--- config.mk ---
export PLATFORM = sky130hd
export DESIGN_NAME = tws_slave
export DESIGN_NICKNAME = d
export VERILOG_FILES = /design/src/hdl/tws_pkg.sv /design/src/hdl/tws_buffer.sv /design/src/hdl/tws_slave.sv
export SDC_FILE = /design/constraint.sdc
export NUM_CORES = 1
export LEC_CHECK = 0
export BUFFER_PORTS_ARGS = -buffer_cell sky130_fd_sc_hd__buf_4
export CAP_MARGIN = 25
export CORE_UTILIZATION = 54
export CTS_BUF_LIST = sky130_fd_sc_hd__clkbuf_16
export CTS_CLUSTER_DIAMETER = 40
export DETAILED_ROUTE_END_ITERATION = 12
export GPL_TIMING_DRIVEN = 0
export PLACE_DENSITY = 0.76
export SLEW_MARGIN = 30
export SYNTH_ARGS = -nofsm -noshare
export SYNTH_HDL_FRONTEND = slang
export SYNTH_SLANG_ARGS = --single-unit
--- constraint.sdc ---
create_clock -name clock -period 2.2 [get_ports clock]
set_clock_uncertainty 0.05 [all_clocks]
set_input_delay 0.33 -clock clock [delete_from_list [all_inputs] [get_ports clock]]
set_output_delay 0.33 -clock clock [all_outputs]
set_load 0.005 [all_outputs]
--- src/hdl/tws_pkg.sv ---
// Constants and types for the three-wire control slave
// Behaviour
// - Six-bit addresses; zero reserved, 63 usable
// - Byte bits 1:0 type, 7:2 address
// - Address 7:5 system, 4:2 device
// - Only the matching slave joins the data
// - Types: write, read, control, status read
// - Direction fixed until next address phase
// - Data: mode high, eight pulses, LSB first
// - Byte units; 16-bit as two bytes
// - Bit counting slave also handles pauses
// - Zero address, type 00: everyone silent
// - Own valid address ends interface reset
// - Fixed slave resets on zero address
// - Programmable slave resets on types 00 and 11
// - Type 01 declares address after code
// - Code bit 0 flags more; all must match
// - Type 10 with code invalidates address
// - Type 11 on zero address resets
package tws_pkg;
    localparam int BYTE_W = 8;
    localparam int ADDR_W = 6;
    localparam int TYPE_W = 2;
    localparam int CNT_W = 4;
    localparam int SYNC_N = 3;
    localparam logic [CNT_W-1:0] BITS_PER_UNIT = 4'h8;
    localparam logic [ADDR_W-1:0] SPECIAL_ADDR = 6'h00;
    // Field positions in the address byte and the code bytes
    localparam int TT_LSB = 0;
    localparam int TT_MSB = 1;
    localparam int ADDR_LSB = 2;
    localparam int ADDR_MSB = 7;
    localparam int SYS_LSB = 5;
    localparam int DEV_MSB = 4;
    localparam int ID_MORE_BIT = 0;
    // Transfer type encodings
    localparam logic [TYPE_W-1:0] TT_DATA_WR = 2'h0;
    localparam logic [TYPE_W-1:0] TT_DATA_RD = 2'h1;
    localparam logic [TYPE_W-1:0] TT_CTRL_WR = 2'h2;
    localparam logic [TYPE_W-1:0] TT_STAT_RD = 2'h3;
    localparam logic [TYPE_W-1:0] TT_DECLARE = 2'h1;
    localparam logic [TYPE_W-1:0] TT_INVALIDATE = 2'h2;

    typedef enum logic [1:0] {
        PH_IDLE = 2'b00,
        PH_LOW = 2'b01,
        PH_ADDR = 2'b10,
        PH_DATA = 2'b11
    } tws_phase_t;

    typedef enum logic [2:0] {
        OP_NONE = 3'b000,
        OP_WR = 3'b001,
        OP_RD = 3'b010,
        OP_DECL = 3'b011,
        OP_INVAL = 3'b100,
        OP_SKIP = 3'b101
    } tws_op_t;
endpackage

--- src/hdl/tws_buffer.sv ---
// Two-entry buffer with valid and ready on both sides
`timescale 1ns/100ps
module tws_buffer #(
    parameter int WIDTH = 8
) (
    // Clock and reset
    input wire logic clock,
    input wire logic reset,
    // Filling side
    input wire logic in_valid,
    input wire logic [WIDTH-1:0] in_data,
    output logic in_ready,
    // Draining side
    output logic out_valid,
    output logic [WIDTH-1:0] out_data,
    input wire logic out_ready
);
    typedef struct packed {
        logic o_valid;
        logic [WIDTH-1:0] o_data;
        logic sp_valid;
        logic [WIDTH-1:0] sp_data;
    } tws_buf_t;

    tws_buf_t s;
    tws_buf_t next_s;
    logic push;
    logic pop;

    // Spare entry absorbs a word while the drain side stalls
    always_comb begin
        next_s = s;
        push = in_valid & ~s.sp_valid;
        pop = s.o_valid & out_ready;
        if (pop || !s.o_valid) begin
            if (s.sp_valid) begin
                next_s.o_valid = 1'b1;
                next_s.o_data = s.sp_data;
                next_s.sp_valid = 1'b0;
            end else begin
                next_s.o_valid = push;
                next_s.o_data = in_data;
            end
        end else if (push) begin
            next_s.sp_valid = 1'b1;
            next_s.sp_data = in_data;
        end
    end

    always_ff @(posedge clock or posedge reset) begin
        if (reset) begin
            s <= '0;
        end else begin
            s <= next_s;
        end
    end

    assign in_ready = ~s.sp_valid; // Full only when both entries hold
    assign out_valid = s.o_valid;
    assign out_data = s.o_data;
endmodule

--- src/hdl/tws_slave.sv ---
// Three-wire control bus slave: phase decoding, data and addressing
`timescale 1ns/100ps
module tws_slave
    import tws_pkg::*;
#(
    parameter bit PROGRAMMABLE = 1'b1,
    // Arbitrary address, used when not programmable
    parameter logic [ADDR_W-1:0] FIXED_ADDR = 6'h39,
    parameter int ID_BYTES = 2,
    // Arbitrary identification code, first byte in the low bits
    parameter logic [8*ID_BYTES-1:0] ID_CODE = 16'h3ac5
) (
    // Clock and reset
    input wire logic clock,
    input wire logic reset,
    // Bus lines
    input wire logic phase_select_line,
    input wire logic serial_bit_clock,
    input wire logic serial_data_line_in,
    output logic serial_data_line_out,
    output logic serial_data_line_oe,
    // Received write bytes
    output logic rx_valid,
    output logic [BYTE_W-1:0] rx_data,
    input wire logic rx_ready,
    // Bytes to send on reads
    input wire logic [BYTE_W-1:0] tx_data,
    output logic tx_take,
    // Status
    output logic selected,
    output logic [TYPE_W-1:0] transfer_type_field,
    output logic [ADDR_W-1:0] device_address_field,
    output logic address_valid,
    output logic overrun
);
    localparam int ID_IDX_W = $clog2(ID_BYTES + 1);

    typedef struct packed {
        logic [SYNC_N-1:0] mode_sync;
        logic [SYNC_N-1:0] clk_sync;
        logic [SYNC_N-1:0] data_sync;
        logic mode_f;
        logic clk_f;
        logic data_f;
        tws_phase_t phase;
        tws_op_t op;
        logic [CNT_W-1:0] bit_cnt;
        logic [BYTE_W-1:0] shift;
        logic [BYTE_W-1:0] tx_shift;
        logic [ID_IDX_W-1:0] id_idx;
        logic id_done;
        logic [ADDR_W-1:0] own_addr;
        logic addr_valid;
        logic [TYPE_W-1:0] ttype;
        logic selected;
        logic [BYTE_W-1:0] hold;
        logic hold_valid;
        logic overrun;
        logic tx_take;
        logic sd_out;
        logic sd_oe;
    } tws_state_t;

    tws_state_t s;
    tws_state_t next_s;
    logic buf_ready;
    logic mode_n;
    logic clk_n;
    logic data_n;
    logic clk_rise;
    logic clk_fall;
    logic mode_rise;
    logic mode_fall;
    logic [BYTE_W-1:0] byte_in;
    logic [ADDR_W-1:0] a_addr;
    logic [TYPE_W-1:0] a_type;
    logic [BYTE_W-1:0] id_byte;

    // Draining side may stall; the hold register waits for room
    tws_buffer #(.WIDTH(BYTE_W)) u_buffer (
        .clock(clock),
        .reset(reset),
        .in_valid(s.hold_valid),
        .in_data(s.hold),
        .in_ready(buf_ready),
        .out_valid(rx_valid),
        .out_data(rx_data),
        .out_ready(rx_ready)
    );

    // Filtered line levels; a change counts once stages two and three agree
    always_comb begin
        mode_n = (s.mode_sync[1] == s.mode_sync[2]) ? s.mode_sync[2] :
            s.mode_f;
        clk_n = (s.clk_sync[1] == s.clk_sync[2]) ? s.clk_sync[2] : s.clk_f;
        data_n = (s.data_sync[1] == s.data_sync[2]) ? s.data_sync[2] :
            s.data_f;
        clk_rise = clk_n & ~s.clk_f;
        clk_fall = ~clk_n & s.clk_f;
        mode_rise = mode_n & ~s.mode_f;
        mode_fall = ~mode_n & s.mode_f;
        byte_in = {data_n, s.shift[BYTE_W-1:1]}; // LSB first
        a_addr = s.shift[ADDR_MSB:ADDR_LSB];
        a_type = s.shift[TT_MSB:TT_LSB];
        id_byte = (s.id_idx < ID_IDX_W'(ID_BYTES)) ?
            ID_CODE[8*s.id_idx +: 8] : ~byte_in;
    end

    // Phase tracking, address decode and data handling
    always_comb begin
        next_s = s;
        next_s.mode_sync = {s.mode_sync[1:0], phase_select_line};
        next_s.clk_sync = {s.clk_sync[1:0], serial_bit_clock};
        next_s.data_sync = {s.data_sync[1:0], serial_data_line_in};
        next_s.mode_f = mode_n;
        next_s.clk_f = clk_n;
        next_s.data_f = data_n;
        next_s.tx_take = 1'b0;
        if (s.hold_valid && buf_ready) begin
            next_s.hold_valid = 1'b0;
        end
        unique case (s.phase)
            PH_IDLE, PH_DATA: begin
                if (mode_fall) begin
                    // Pause or a new address; release data at once
                    next_s.phase = PH_LOW;
                    next_s.sd_oe = 1'b0;
                end else if (s.phase == PH_DATA && clk_rise) begin
                    next_s.shift = byte_in;
                    next_s.bit_cnt = s.bit_cnt + 4'h1;
                    next_s.sd_out = s.tx_shift[1];
                    next_s.tx_shift = {1'b0, s.tx_shift[BYTE_W-1:1]};
                    if (s.bit_cnt + 4'h1 == BITS_PER_UNIT) begin
                        // Unit done; bit counter lets mode stay high
                        next_s.bit_cnt = '0;
                        unique case (s.op)
                            OP_WR: begin
                                // Words of 16 bits pass as bytes in order
                                if (next_s.hold_valid) begin
                                    next_s.overrun = 1'b1;
                                end else begin
                                    next_s.hold = byte_in;
                                    next_s.hold_valid = 1'b1;
                                end
                            end
                            OP_RD: begin
                                next_s.tx_shift = tx_data;
                                next_s.sd_out = tx_data[0];
                                next_s.tx_take = 1'b1;
                            end
                            OP_DECL, OP_INVAL: begin
                                if (s.id_done) begin
                                    // Address byte; type bits ignored
                                    next_s.own_addr =
                                        byte_in[ADDR_MSB:ADDR_LSB];
                                    next_s.addr_valid = 1'b1;
                                    next_s.op = OP_SKIP;
                                end else if (byte_in != id_byte) begin
                                    next_s.op = OP_SKIP;
                                end else if (!byte_in[ID_MORE_BIT]) begin
                                    if (s.op == OP_INVAL) begin
                                        next_s.addr_valid = 1'b0;
                                        next_s.op = OP_SKIP;
                                    end else begin
                                        next_s.id_done = 1'b1;
                                    end
                                end else begin
                                    next_s.id_idx = s.id_idx + 1'b1;
                                end
                            end
                            OP_NONE, OP_SKIP: begin
                                next_s.op = s.op;
                            end
                            default: begin
                                next_s.op = OP_NONE;
                            end
                        endcase
                    end
                end
            end
            PH_LOW: begin
                if (clk_fall) begin
                    // Clock falls while mode is low: an address phase
                    next_s.phase = PH_ADDR;
                    next_s.bit_cnt = '0;
                end else if (mode_rise) begin
                    // Pause over; next unit starts from bit zero
                    next_s.phase = (s.op == OP_NONE) ? PH_IDLE : PH_DATA;
                    next_s.bit_cnt = '0;
                    next_s.sd_oe = (s.op == OP_RD);
                    next_s.sd_out = s.tx_shift[0];
                end
            end
            PH_ADDR: begin
                if (clk_rise) begin
                    next_s.shift = byte_in;
                    next_s.bit_cnt = s.bit_cnt + 4'h1;
                end else if (mode_rise) begin
                    next_s.phase = PH_DATA;
                    next_s.op = OP_NONE;
                    next_s.selected = 1'b0;
                    next_s.id_idx = '0;
                    next_s.id_done = 1'b0;
                    // First unit counts from zero even without a pause
                    next_s.bit_cnt = '0;
                    if (s.bit_cnt != BITS_PER_UNIT) begin
                        next_s.phase = PH_IDLE; // Short address ignored
                    end else if (a_addr == SPECIAL_ADDR) begin
                        // Fixed slave: interface reset on any type
                        if (PROGRAMMABLE && a_type == TT_DECLARE) begin
                            next_s.op = OP_DECL;
                        end else if (PROGRAMMABLE &&
                                a_type == TT_INVALIDATE) begin
                            next_s.op = OP_INVAL;
                        end else begin
                            next_s.op = OP_NONE;
                        end
                    end else if (s.addr_valid && a_addr == s.own_addr) begin
                        // Whole six bits compared: system and device parts
                        next_s.selected = 1'b1;
                        next_s.ttype = a_type;
                        next_s.overrun = 1'b0;
                        // Odd types read; direction held for the phase
                        next_s.op = a_type[TT_LSB] ? OP_RD : OP_WR;
                    end
                    if (next_s.op == OP_RD) begin
                        next_s.sd_oe = 1'b1;
                        next_s.tx_shift = tx_data;
                        next_s.sd_out = tx_data[0];
                        next_s.tx_take = 1'b1;
                    end
                    if (next_s.op == OP_NONE) begin
                        next_s.phase = PH_IDLE;
                    end
                end
            end
        endcase
    end

    // All state in one register; address valid only after reset if fixed
    always_ff @(posedge clock or posedge reset) begin
        if (reset) begin
            s <= '0;
            s.mode_sync <= 3'h7;
            s.clk_sync <= 3'h7;
            s.mode_f <= 1'b1;
            s.clk_f <= 1'b1;
            s.own_addr <= FIXED_ADDR;
            s.addr_valid <= ~PROGRAMMABLE;
        end else begin
            s <= next_s;
        end
    end

    // Outputs straight from the state register
    assign serial_data_line_out = s.sd_out;
    assign serial_data_line_oe = s.sd_oe;
    assign tx_take = s.tx_take;
    assign selected = s.selected;
    assign transfer_type_field = s.ttype;
    assign device_address_field = s.own_addr;
    assign address_valid = s.addr_valid;
    assign overrun = s.overrun;
endmodule

==> flow_summary_export.csv, run 1 <==
group,metric,value,unit
status,failed_checks,"hold timing",
routing,drc_errors,0,
setup_path,crit_fanout,5,
grt,grt-ovfl-total,0,
yosys,synth_top_area_share,0.417,
routing,totalWireLength,9690,um
power_and_ir_drop,p_leak,2.48,nW
yosys,async_flop_share,1.00,
cts,clock_sinks,81,
routing,ant_nets,0,
cts,tritoncts,"built",
cells_and_area,nets,457,
yosys,synth-main-ff-cell,"dfrtp_1",
cts,cts_hold_buffers,0,
die,die_y,89.5,um
sta,setup_viol,0,
die,fp.dieW,89.5,um
routing,detail_route.wl_per_cell,17.9,um
grt,antenna_found_initial,0,
sta,tightestPinTransition,0.591,ns
sta,tns,0,ns
setup_path,r2r-start,"s[53]",
cts,cts_root_buffer,"clkbuf_16",
power_and_ir_drop,power_density,845,nW/um^2
grt,first_global_vias,3059,
yosys,synth_edf_count,0,
placed_design,place.gp.congestion,0.876,
sta,timing.final.crit_share,0.993,
die,pin_count,37,
routing,drt_iter0_drc,203,
yosys,synthesis.nets,385,
yosys,netlist_area,4140,sq um
power_and_ir_drop,peakVddDrop,0.838,mV
routing,viasPerCell,5.83,
yosys,synth-seq-cells,81,
setup_path,worstSetupStartpointType,"register",
placed_design,io_buffers,36,
status,status,"finished, violations left",
cts,insertion_delay,0.34,ns
yosys,yosysWarnings,0,
yosys,syn_area_per_cell,11.3,sq um
run,maxCapViolCount,0,
worst_hold_path,hold_path.class,"input port to asynchronous set/reset pin",
cells_and_area,syn2layout_area_growth,31.5,%
cells_and_area,diodes,0,
yosys,synthTopCellsByArea,"dfrtp_1 42%, mux2_2 11%, dfstp_2 7.6%, buf_4 2.9%, nand2_1 2.5%",
sta,slew_headroom,0.606,
grt,grt_max_degree,31,
yosys,synth.distinct_cells,68,
setup_path,required,2.38,ns
setup_path,critPathCaptureType,"register",
sta,worst_slack,0.0146,ns
yosys,syn_inst,366,
cts,path_clk_slew,0.06,ns
cells_and_area,final_cell_mix,"76 x buf_4, 63 x dfrtp_1, 33 x mux2_2, 26 x nand2_1, 17 x o21ai_0",
sta,max_freq,0.458,GHz
setup_path,worstSetupPathType,"register to register",
setup_path,r2r_setup_slack,0.01,ns
yosys,synth_top_area_cell,"dfrtp_1",
cells_and_area,layout-drive-gt1-share,0.492,
sta,holdWs,-0.00934,ns
sta,hold_violations,17,
setup_path,arrival,2.36,ns
die,initial_utilization,0.564,
die,core,7330,sq um
die,fp-row-count,31,
sta,drv_slew,0,
cts,htree_num_levels,3,
cts,numCtsBuffers,9,
setup_path,worstReg2RegEnd,"a_addr[5]",
sta,fin_crit,2.19,ns
grt,grt_pass1_wl,15000,um
cells_and_area,post-route-util,0.742,
grt,grt_util_all_layers,0.255,
routing,vias,3161,
routing,drtPass1Iterations,4,
die,die_area,8020,sq um
sta,rsz0062_at_grt,"yes",
cts,clk_path_buf_depth,2,
cells_and_area,layout_commonest_cell,"buf_4",
placed_design,post-place-ws,-0.489,ns
setup_path,rr_worst_depth,5,
yosys,seq_area_frac_synth,0.493,
placed_design,dp_hpwl,6150,um
cell families after synthesis:
logic type | synth area share
compound gates | 0.129
xor+xnor | 0.0169
fa+ha+maj | 0.0227
buf+inv | 0.0626
flops | 0.493
mux | 0.138
simple gates | 0.137
layer usage:
layer,track usage,routed length [um]
met3,0.0517,429
met2,0.401,4680
met5,0,0
met1,0.336,4250
met4,0.127,320
flip-flops by register name, summed over array words and instances (netlist names), 2 cells and up:
signal and count:
u_buffer.s 9, a_type 2, s 35, u_buffer.out_data 8, next_s 6, device_address_field 6
a_addr 6, transfer_type_field 2
layout make-up:
class | count | area (sq um)
fill | 467 | 1890
timing repair buffer | 66 | 547
clock inverter | 7 | 100
clock buffer | 9 | 225
multi-input combinational | 236 | 2150
buffer | 27 | 181
inverter | 17 | 70.1
sequential | 81 | 2050
tap | 99 | 124
repair_timing:
action / CTS / global route
cloned: 0 / 1
hold endpoints to repair: 0 / 0
setup buffers: 19 / 8
resized for setup: 39 / 34
pin swaps: 17 / 19
setup endpoints to repair: 40 / 35
cells in the mapped netlist (3+ instances only):
master / number
and3b_1: 3
o31ai_1: 3
clkbuf_1: 8
inv_1: 17
a22o_2: 3
and3_1: 3
nor2b_1: 3
a21oi_1: 6
mux2_2: 42
a22o_1: 5
xor2_1: 3
nand3_1: 10
nor4_1: 6
nand4_1: 5
nand3b_1: 4
nor2_1: 9
or3_1: 3
a21o_1: 3
xnor2_1: 5
nand2_1: 28
buf_2: 3
ha_1: 5
o21ai_0: 21
a31oi_1: 3
or3b_2: 3
dfrtp_1: 69
clkbuf_2: 3
buf_4: 16
nand4b_1: 4
mux2i_1: 10
nor3_1: 4
dfstp_2: 12
per-stage QoR:
stage                     instance area (sq um)  instances  total power [mW]
after global routing                       5440        542              4.77
after CTS                                  5250        536              4.46
after global placement                     4560        501              2.54
final                                      5440        542              4.60
after detailed placement                   4600        503              2.59
after floorplan                            4160        366              2.33
report_power, final:
part | internal, mW | leakage (nW) | total [mW] | switching [mW]
Combinational | 0.572 | 1.25 | 1.32 | 0.750
Clock | 1.01 | 0.161 | 1.64 | 0.635
Sequential | 1.58 | 1.06 | 1.64 | 0.0602
worst max path at each step:
stage / start / slack [ns] / end / cells past startpoint
6_report: s[53] / 0.01 / a_addr[5] / 5
5_1_grt: s[43] / -0.05 / s[48] / 6
4_1_cts: a_addr[2] / -0.04 / s[30] / 6
3_5_place_dp: s[49] / -0.49 / device_address_field[1] / 7
3_3_place_gp: s[49] / -0.44 / s[48] / 7
2_1_floorplan: s[49] / -0.07 / s[46] / 7
critical path, cell delays in order (launching register included):
cell and delay (ns):
dfstp_2 0.57, or3b_4 0.41, and3_1 0.23, o21ai_2 0.23, buf_2 0.24, mux2_2 0.34
Note: power is estimated with default switching activity, not from simulation.
==> run 2, diff against run 1 <==
CELL_PAD_IN_SITES_DETAIL_PLACEMENT = 0   (was default)
CELL_PAD_IN_SITES_GLOBAL_PLACEMENT = 2   (was default)
CORE_UTILIZATION = 36   (was 54)
CTS_CLUSTER_DIAMETER = default   (was 40)
PLACE_DENSITY = default   (was 0.76)
PLACE_DENSITY_LB_ADDON = 0.1   (was default)
==> run 2 against run 1 <==
- the flow finishes with violations (setup timing)
- utilization decreased by 25 points
- flip-flop and latch count unchanged
- maximum frequency decreased by 5.1%
- die area increased by 49%
- non-clock buffer count increased by 3
- sequential share of layout area decreased by 0.37 points
- cell count increased by 8.1%
- worst setup slack got worse by 0.12 ns
- count of clock-buffer cells in the layout unchanged
- total power decreased by 3.2%
- global-route usage decreased by 8.3 points
==> flow_summary_export.csv, run 2 (synthesis gave the netlist of run 1 again) <==
group,metric,value,unit
status,status,"finished, violations left",
status,failed_checks,"setup timing",
grt,grt_util_all_layers,0.172,
cts,clk_path_buf_depth,2,
cells_and_area,layout_commonest_cell,"buf_4",
cells_and_area,layout-drive-gt1-share,0.480,
sta,rsz0062_at_grt,"yes",
cells_and_area,regMostFlops,"s",
cts,cts_hold_buffers,0,
run,maxCapViolCount,0,
cells_and_area,final_cell_mix,"76 x buf_4, 66 x dfrtp_1, 30 x mux2_2, 26 x nand2_1, 18 x o21ai_0",
cells_and_area,multi_input_area,2140,sq um
cts,tritoncts,"built",
die,fp.dieW,109,um
power_and_ir_drop,p_leak,2.49,nW
grt,grt_pass1_wl,15400,um
power_and_ir_drop,power_density,811,nW/um^2
worst_hold_path,hold_path.class,"input port to asynchronous set/reset pin",
routing,vias,2960,
setup_path,worstSetupStartpointType,"register",
sta,timing.final.crit_share,1.05,
placed_design,place.gp.congestion,0.790,
placed_design,dp_hpwl,6580,um
die,initial_utilization,0.375,
cts,path_clk_slew,0.06,ns
setup_path,required,2.37,ns
setup_path,arrival,2.47,ns
cells_and_area,syn2layout_area_growth,32.6,%
sta,fin_crit,2.30,ns
cts,clock_sinks,81,
sta,tns,-0.866,ns
cells_and_area,nets,460,
die,pin_count,37,
sta,drv_slew,0,
sta,hold_violations,0,
sta,slew_headroom,0.590,
sta,holdWs,0.00335,ns
die,fp-row-count,38,
placed_design,io_buffers,36,
routing,ant_nets,0,
power_and_ir_drop,p_total,4.45,mW
routing,drc_errors,0,
routing,detail_route.wl_per_cell,15.9,um
cts,cts_root_buffer,"clkbuf_16",
routing,drtPass1Iterations,4,
die,die_area,11900,sq um
cts,numCtsBuffers,9,
sta,setup_viol,13,
power_and_ir_drop,peakVddDrop,0.347,mV
sta,worst_slack,-0.104,ns
sta,max_freq,0.434,GHz
grt,grt-ovfl-total,0,
grt,antenna_found_initial,0,
die,die_y,109,um
routing,totalWireLength,9290,um
setup_path,rr_worst_depth,7,
cells_and_area,largest_reg_flops,35,
cells_and_area,fillCellCount,1041,
cells_and_area,diodes,0,
grt,grt_max_degree,30,
die,core,11000,sq um
setup_path,worstSetupPathType,"register to register",
sta,tightestPinTransition,0.614,ns
cts,insertion_delay,0.33,ns
grt,first_global_vias,2924,
cts,htree_num_levels,3,
setup_path,critPathCaptureType,"register",
routing,viasPerCell,5.05,
routing,drt_iter0_drc,171,
cells_and_area,register_area,2050,sq um
setup_path,crit_fanout,6,
==> run 2: cell types whose count changed in the layout (fill, tap and decap cells not counted), sizes merged <==
cell,change
clkinv,-1
buf,+3
clkinvlp,+2
bufinv,-1
==> run 2: routing by layer <==
metal / vias up / global-route usage / part of all wire
li1: 1474 / - / -
met1: 1424 / 0.244 / 0.49
met2: 53 / 0.260 / 0.46
met3: 9 / 0.0353 / 0.042
met4: 0 / 0.0600 / 0.013
met5: - / 0 / 0
==> run 2: report_power, final <==
part	internal (mW)	switching [mW]	leakage (nW)	total, mW
clock network	0.887	0.614	0.140	1.50
logic	0.587	0.719	1.28	1.31
registers	1.58	0.0690	1.07	1.65
==> run 2: what timing repair did <==
item	CTS	global route
buffers inserted	16	14
pin swaps	10	20
endpoints found under the setup margin	44	40
resized for setup	38	35
gates cloned	0	0
==> run 2: worst max-delay path: stages, from the launching register on <==
cell,delay (ns)
dfrtp_1,0.38
buf_6,0.13
or4_4,0.53
o311ai_4,0.35
buf_4,0.20
a221oi_4,0.08
o211ai_1,0.14
mux2_4,0.32
==> run 2: final timing paths <==
| kind | from | end | slack, ns |
|---|---|---|---|
| worst max-delay path | a_addr[3] | serial_data_line_oe | -0.10 |
| worst min-delay path | reset | a_addr[1] | 0.003 |
| max in group asynchronous | reset | s[29] | 1.35 |
| worst min register to register | next_s[58] | next_s[59] | 0.30 |
| worst max register to register | a_addr[3] | serial_data_line_oe | -0.10 |
| min in group clock | serial_data_line_in | next_s[55] | 0.05 |
==> run 2: through the flow <==
| step | instances | setup slack, ns | util | instance area (sq um) |
|---|---|---|---|---|
| 2_1_floorplan | 366 | -0.0747 | - | 4160 |
| 3_3_place_gp | 542 | -0.578 | 0.418 | 4610 |
| 3_5_place_dp | 544 | -0.535 | 0.422 | 4650 |
| 4_1_cts | 573 | -0.106 | 0.475 | 5240 |
| 5_1_grt | 586 | -0.138 | 0.497 | 5490 |
| 6_report | 586 | -0.104 | 0.497 | 5490 |
==> run 2: final cells by class <==
| cell class | count | area share |
|---|---|---|
| plain buffers | 29 | 0.0347 |
| clock buffers | 9 | 0.0410 |
| clock inverters | 7 | 0.0137 |
| inverters | 17 | 0.0132 |
| multi-input cells | 236 | 0.390 |
| flip-flops and latches | 81 | 0.373 |
| well taps | 140 | 0.0319 |
| repair buffers | 67 | 0.103 |
